<file path="config.mk">
export PLATFORM = sky130hd
export DESIGN_NAME = ppmux_top
export DESIGN_NICKNAME = d
export VERILOG_FILES = /design/src/logic/ppmux_pkg.sv /design/src/logic/ppmux_top.sv
export SDC_FILE = /design/constraint.sdc
export NUM_CORES = 1
export LEC_CHECK = 0
export ABC_AREA = 1
export BUFFER_PORTS_ARGS = -buffer_cell sky130_fd_sc_hd__buf_2
export CAP_MARGIN = 20
export CORE_MARGIN = 2
export CORE_UTILIZATION = 38
export DETAILED_ROUTE_END_ITERATION = 6
export PLACE_DENSITY = 0.88
export REMOVE_ABC_BUFFERS = 1
export SLEW_MARGIN = 20
export SYNTH_ARGS = -nofsm -noshare
export SYNTH_HDL_FRONTEND = slang
export SYNTH_SLANG_ARGS = --single-unit
</file>
<file path="constraint.sdc">
create_clock -name core_clk -period 1 [get_ports core_clk]
set_input_delay 0.05 -clock core_clk [delete_from_list [all_inputs] [get_ports core_clk]]
set_output_delay 0.05 -clock core_clk [all_outputs]
set_load 0.02 [all_outputs]
</file>
<file path="src/logic/ppmux_pkg.sv">
// Package with constants and carrier types of the parallel port pin mux.
package ppmux_pkg;
  localparam int PPMUX_DATA_W = 16;
  localparam logic PPMUX_STROBE_IDLE = 1'h1;
  localparam logic PPMUX_SEL_RESET = 1'h0;
  // Read strobe roles; the sync read enable role is selected by a bit.
  typedef enum logic [3:0] {
    PPMUX_RS_ASYNC_RE = 4'h1,
    PPMUX_RS_SYNC_ADS = 4'h2,
    PPMUX_RS_SD_CAS = 4'h4,
    PPMUX_RS_SYNC_RE = 4'h8
  } ppmux_rs_role_t;
  // Drive request of one pin: output value and output enable.
  typedef struct packed {
    logic o;
    logic oe;
  } ppmux_pin_drv_t;
  // Core-side request for one function: value and drive enable.
  typedef struct packed {
    logic [PPMUX_DATA_W-1:0] o;
    logic [PPMUX_DATA_W-1:0] oe;
  } ppmux_bus_drv_t;
endpackage

</file>
<file path="src/logic/ppmux_top.sv">
// Reset-time function selection of parallel port data and control pins.
`timescale 1ns/1ps
module ppmux_top
  import ppmux_pkg::*;
(
  input wire logic core_clk,
  input wire logic rst_n,
  input wire logic mode_strap_pin,
  input wire logic [PPMUX_DATA_W-1:0] pport_data_in,
  output logic [PPMUX_DATA_W-1:0] pport_data_out,
  output logic [PPMUX_DATA_W-1:0] pport_data_oe,
  input wire logic pport_ctrl_pin_a_in,
  output logic pport_ctrl_pin_a_out,
  output logic pport_ctrl_pin_a_oe,
  input wire logic pport_ctrl_pin_b_in,
  output logic pport_ctrl_pin_b_out,
  output logic pport_ctrl_pin_b_oe,
  input wire ppmux_bus_drv_t ext_mem_data_low_drv,
  output logic [PPMUX_DATA_W-1:0] ext_mem_data_low_in,
  input wire ppmux_bus_drv_t host_port_data_drv,
  output logic [PPMUX_DATA_W-1:0] host_port_data_in,
  input wire ppmux_pin_drv_t pport_gp_bit20_drv,
  output logic pport_gp_bit20_in,
  input wire ppmux_pin_drv_t pport_gp_bit21_drv,
  output logic pport_gp_bit21_in,
  input wire logic ext_mem_read_strobe_pin,
  input wire logic ext_mem_oe_row_strobe_pin,
  input wire ppmux_rs_role_t ext_mem_rs_role_req,
  input wire logic sync_read_enable_select,
  output ppmux_rs_role_t ext_mem_rs_role,
  output logic ext_mem_sel,
  output logic host_port_nonmux
);

  ////////////////////////////////////////////////////////////////////////
  // Strap synchroniser: three stages, a change counts when two agree.
  logic strap_s1, strap_s2, strap_s3, strap_seen;
  logic next_strap_seen;

  // Track the strap while reset is held; hold the last agreed value.
  always_comb
  begin
    next_strap_seen = strap_seen;
    if (strap_s2 == strap_s3)
      next_strap_seen = strap_s3;
  end

  // The strap is sampled on every rising edge; the synchroniser never resets.
  always_ff @(posedge core_clk)
  begin
    strap_s1 <= mode_strap_pin;
    strap_s2 <= strap_s1;
    strap_s3 <= strap_s2;
    strap_seen <= next_strap_seen;
  end

  ////////////////////////////////////////////////////////////////////////
  // Reset release detection and the function select register.
  logic rst_q1, rst_q2, sel_lock, sel;
  logic next_sel_lock, next_sel;

  // The select follows the strap until the third edge after release.
  always_comb
  begin
    next_sel_lock = rst_q2;
    next_sel = sel;
    if (!sel_lock)
      next_sel = strap_seen;
  end

  // Async reset clears the select; the lock stays set until next reset.
  always_ff @(posedge core_clk or negedge rst_n)
  begin
    if (!rst_n)
    begin
      rst_q1 <= 1'h0;
      rst_q2 <= 1'h0;
      sel_lock <= 1'h0;
      sel <= PPMUX_SEL_RESET;
    end
    else
    begin
      rst_q1 <= 1'h1;
      rst_q2 <= rst_q1;
      sel_lock <= next_sel_lock;
      sel <= next_sel;
    end
  end

  // The pins come out of reset only once the select is frozen.
  logic active;
  assign active = sel_lock;
  assign ext_mem_sel = sel;
  assign host_port_nonmux = ~sel;

  ////////////////////////////////////////////////////////////////////////
  // Read strobe role: sync read enable only with the select bit set.
  always_comb
  begin
    ext_mem_rs_role = ext_mem_rs_role_req;
    if (ext_mem_rs_role_req == PPMUX_RS_SYNC_RE && !sync_read_enable_select)
      ext_mem_rs_role = PPMUX_RS_ASYNC_RE;
    else if (sync_read_enable_select)
      ext_mem_rs_role = PPMUX_RS_SYNC_RE;
  end

  ////////////////////////////////////////////////////////////////////////
  // Pin drive registers; everything floats while reset is held.
  logic [PPMUX_DATA_W-1:0] next_d_out, next_d_oe;
  logic next_a_out, next_a_oe, next_b_out, next_b_oe;

  // Route the owner of each pin to its driver.
  always_comb
  begin
    next_d_out = '0;
    next_d_oe = '0;
    next_a_out = 1'h0;
    next_a_oe = 1'h0;
    next_b_out = 1'h0;
    next_b_oe = 1'h0;
    if (active && sel)
    begin
      next_d_out = ext_mem_data_low_drv.o;
      next_d_oe = ext_mem_data_low_drv.oe;
      next_a_out = ext_mem_read_strobe_pin;
      next_a_oe = 1'h1;
      next_b_out = ext_mem_oe_row_strobe_pin;
      next_b_oe = 1'h1;
    end
    else if (active)
    begin
      next_d_out = host_port_data_drv.o;
      next_d_oe = host_port_data_drv.oe;
      next_a_out = pport_gp_bit20_drv.o;
      next_a_oe = pport_gp_bit20_drv.oe;
      next_b_out = pport_gp_bit21_drv.o;
      next_b_oe = pport_gp_bit21_drv.oe;
    end
  end

  // Register the pin drivers; strobes start at their idle level.
  always_ff @(posedge core_clk or negedge rst_n)
  begin
    if (!rst_n)
    begin
      pport_data_out <= '0;
      pport_data_oe <= '0;
      pport_ctrl_pin_a_out <= PPMUX_STROBE_IDLE;
      pport_ctrl_pin_a_oe <= 1'h0;
      pport_ctrl_pin_b_out <= PPMUX_STROBE_IDLE;
      pport_ctrl_pin_b_oe <= 1'h0;
    end
    else
    begin
      pport_data_out <= next_d_out;
      pport_data_oe <= next_d_oe;
      pport_ctrl_pin_a_out <= next_a_out;
      pport_ctrl_pin_a_oe <= next_a_oe;
      pport_ctrl_pin_b_out <= next_b_out;
      pport_ctrl_pin_b_oe <= next_b_oe;
    end
  end

  // Inputs from the pins go only to the function that owns them.
  assign ext_mem_data_low_in = sel ? pport_data_in : '0;
  assign host_port_data_in = sel ? '0 : pport_data_in;
  assign pport_gp_bit20_in = sel ? 1'h0 : pport_ctrl_pin_a_in;
  assign pport_gp_bit21_in = sel ? 1'h0 : pport_ctrl_pin_b_in;
endmodule

</file>
After elaboration in Yosys (flattened, before gate mapping)
Cells that the tools add are included.
Word-level totals
  register bits: 44
  input port bits: 96
  output and inout port bits: 76
Operators by class
  eq/ne operators: 2
  mux-type cells: 18
  bitwise logic cells: 1
  reduce and logical (&&, ||, !) cells: 3
Operators by type and width (number)
  $mux W16: 6
  $mux W1: 10
  $mux W4: 2
  $eq A4 B4 Y1 const B: 1
  $logic_and A1 B1 Y1: 2
  $eq A1 B1 Y1: 1
  $logic_not A1 Y1: 1
  $not A1 Y1: 1

Longest topological paths before layout
  word-level depth: 3
  gate-level depth with buffers: 5

Least setup slack after synthesis
No wires, ideal clock.
  path kind: reg-to-output
  start: register sel (netlist: ext_mem_sel)
  end: output port host_port_data_in[10]
  data arrival time: 1.156 ns
  data required time: 0.950 ns
  path slack: -0.206 ns
  cell stages (with the launch flop): 5
  path buffers: 3
  cells stage by stage: dfrtp_1 buf_6 buf_6 buf_6 nor2_1
On the way
  word-level cells in the longest chain between the ends: 1
RTL lines
  from (decl): RTL line ppmux_top.sv:59  | logic rst_q1, rst_q2, sel_lock, sel;
  from (signal assigned): RTL line ppmux_top.sv:86  | sel <= next_sel;
  $mux W16: RTL line ppmux_top.sv:166  | assign host_port_data_in = sel ? '0 : pport_data_in;
  to (decl): RTL line ppmux_top.sv:21  | output logic [PPMUX_DATA_W-1:0] host_port_data_in,
No other way between the ends.

Final worst setup path
  start: register sel (netlist: ext_mem_sel)
  end: output port pport_gp_bit20_in
On the way
  word-level cells in the longest chain between the ends: 1
RTL lines
  $mux W1: RTL line ppmux_top.sv:167  | assign pport_gp_bit20_in = sel ? 1'h0 : pport_ctrl_pin_a_in;
  to (decl): RTL line ppmux_top.sv:23  | output logic pport_gp_bit20_in,
No other way between the ends.

==> results.yml <==
placement:
  gp_congestion: 0.8482
  dp_worst_setup_slack_ps: 5.350
  placed_area_um2: 2990
  numPortBuffers: 171
  hpwl_um: 4781
floorplan:
  die_w_um: 77.24
  start_util_pct: 39.65
  die_area_um2: 5965
  die_h_um: 77.24
  rows: 26
  core_um2: 5140
  pin_count: 172
route:
  drtPass1Iterations: 5
  drc_errors: 0
  via_per_inst: 4.951
  dr.first_iter.drc_count: 137
  ant_nets: 0
  wirelength_um: 8475
  post_drt_wl_per_cell_um: 15.38
  routed-via-count: 2728
layout:
  diodes: 0
  layout_commonest_cell: "buf_2"
  reg_top3: "pport_data_oe: 16 flops, pport_data_out: 16 flops"
  finalInstanceArea_um2: 3889
  nets: 576
  layout_common_cells: "buf_2, nand3_1, nand2_1"
  areaGrowthSynthToFinish_pct: 90.79
  drive_gt1_share_pct: 44.70
  finish.utilization_pct: 75.66
clock_network:
  clk_pin_slew_ps: 70
  root_buffer: "clkbuf_8"
  cts_tree: "done"
  insertion_delay_ps: 290
  cts_buffers: 5
  cts_sinks: 44
  clockBufferDepth: 2
  htree_levels: 2
worst_setup_path:
  end_kind: "output pin"
  cp_cell_sequence: "clkbuf_16, nor2_1, buf_4"
  worstPathRequired_ps: 950
  cpLargestDelayFamily: "flip-flops"
  cp_slowest_cell: "dfrtp_2"
  critPathBufInv: 2
  cp.arrival_ps: 1240
  critical_path.max_fanout: 21
  crit_type: "reg2out"
  start_kind: "flop"
  max_stage_delay_ps: 480
logic_synthesis:
  synthAdderAreaFrac_pct: 0
  synth_warnings: 0
  synth_xor_xnor_area_share_pct: 0.4297
  synth.distinct_cells: 17
  synth_compound_area_share_pct: 0.4911
  syn_area_um2: 2038
  ys_top_cells_by_area: "dfrtp_1, nand3_1, nand2_1"
  yosysSeqAreaShare_pct: 53.65
  synth_top_area_share_pct: 46.65
  synth_seq_cells: 44
  yosysTopAreaCell: "dfrtp_1"
  synth_top_family_by_area: "simple AND/OR/NAND/NOR gates"
  syn_inst: 256
  synthMuxAreaShare_pct: 0
  syn_area_per_cell_um2: 7.962
  synthSimpleGateAreaFrac_pct: 31.68
pwr:
  p_sw_mw: 1.566
  combPwrFrac_pct: 36.8
  p_leak_nw: 2.320
  ir_worst_vdd_mv: 0.6060
  switching_share_pct: 32.04
  p_int_mw: 3.323
  pwr-share-clk_pct: 22.4
  seqPwrFrac_pct: 40.9
  p_per_area_nw_per_um2: 1257
timing:
  setup_tns_ps: -14690
  setup_violations: 70
  postLayoutSetupSlackWorst_ps: -291.4
  min_period_ps: 1291
  fmax_mhz: 774.4
  report.final.hold_viol_count: 0
  grt_setup_unrepaired: "true"
  finalClockSkew_ps: 5.746
  maxSlewViolCount: 0
  finalCritPeriodShare_pct: 129.1
grt:
  grt_max_degree: 44
  grt-ovfl-total: 0
  grt_pass1_wl_um: 12990
  track_usage_pct: 27.86
  antenna_found_initial: 0
  grt_pass1_vias: 2688
run_status:
  status: "finished, violations left"
  violations: "negative setup slack"
hold_path:
  hold_path.class: "in2reg"
run:
  maxCapViolCount: 0
==> layer usage <==
layer,track usage (%),vias up,wire length [um]
met5,0,-,0
met4,9.286,0,242
met3,8.941,25,942
met2,48.87,208,4207
met1,31.96,1268,3083
li1,-,1227,-
==> cell usage after synthesis (all sizes together) <==
cell,n
nor2,22
o21ai,1
dfstp,2
dfrtp,38
buf,19
inv,40
edfxtp,1
dfxtp,3
conb,1
a21oi,1
xnor2,1
or2,1
nand3,67
nand2,59
==> layout make-up <==
type,instances,area [um^2]
multi-input combinational,153,701.9
fill,344,1251
clock buffer,8,90.09
inverter,40,152.6
timing repair buffer,236,1760
sequential,44,1096
tap,70,87.58
==> worst min-delay path, stage by stage <==
cell,delay (ps)
buf_2,70
nand3_1,60
nand2_1,70
==> cell families after synthesis <==
kind of cell              after synthesis
buffers and inverters                  59
DFF                                    44
and+or+nand+nor                       149
AOI/OAI and AO/OA                       2
other                                   1
xor gates and xnor gates                1
==> stage by stage <==
step                hold slack (ps)  total power [mW]  cells
finish                        7.015             4.889    551
global route                  12.24             5.115    551
CTS                           1.024             4.795    550
detailed placement           -22.62             3.356    487
global placement             -23.66             3.320    487
floorplan                    -245.6             2.694    237
==> final timing paths <==
check	startpoint	end	slack [ps]	cells after the start
setup / recovery	ext_mem_sel	pport_gp_bit20_in	-290	3
hold / removal	host_port_data_drv[28]	pport_data_out[12]	7	3
setup reg to reg	ext_mem_sel	pport_data_out[1]	-210	6
hold reg to reg	strap_s1	strap_s2	340	0
max in group asynchronous	rst_n	pport_data_oe[5]	300	3
min in group asynchronous	rst_n	pport_data_oe[9]	210	2
==> power groups by stage <==
stage | clock network [mW] | logic [mW] | registers [mW]
finish | 1.09 | 1.80 | 2.00
global route | 1.19 | 1.91 | 2.01
CTS | 1.13 | 1.68 | 1.99
detailed placement | 0 | 1.33 | 2.03
global placement | 0 | 1.30 | 2.02
floorplan | 0 | 0.418 | 2.28
==> repair_timing <==
item,CTS,global route
resized for setup,59,24
endpoints found under the hold margin,59,0
hold buffers,50,0
endpoints found under the setup margin,38,72
cloned,1,1
setup buffers,4,0
(Power assumes the default switching activity.)
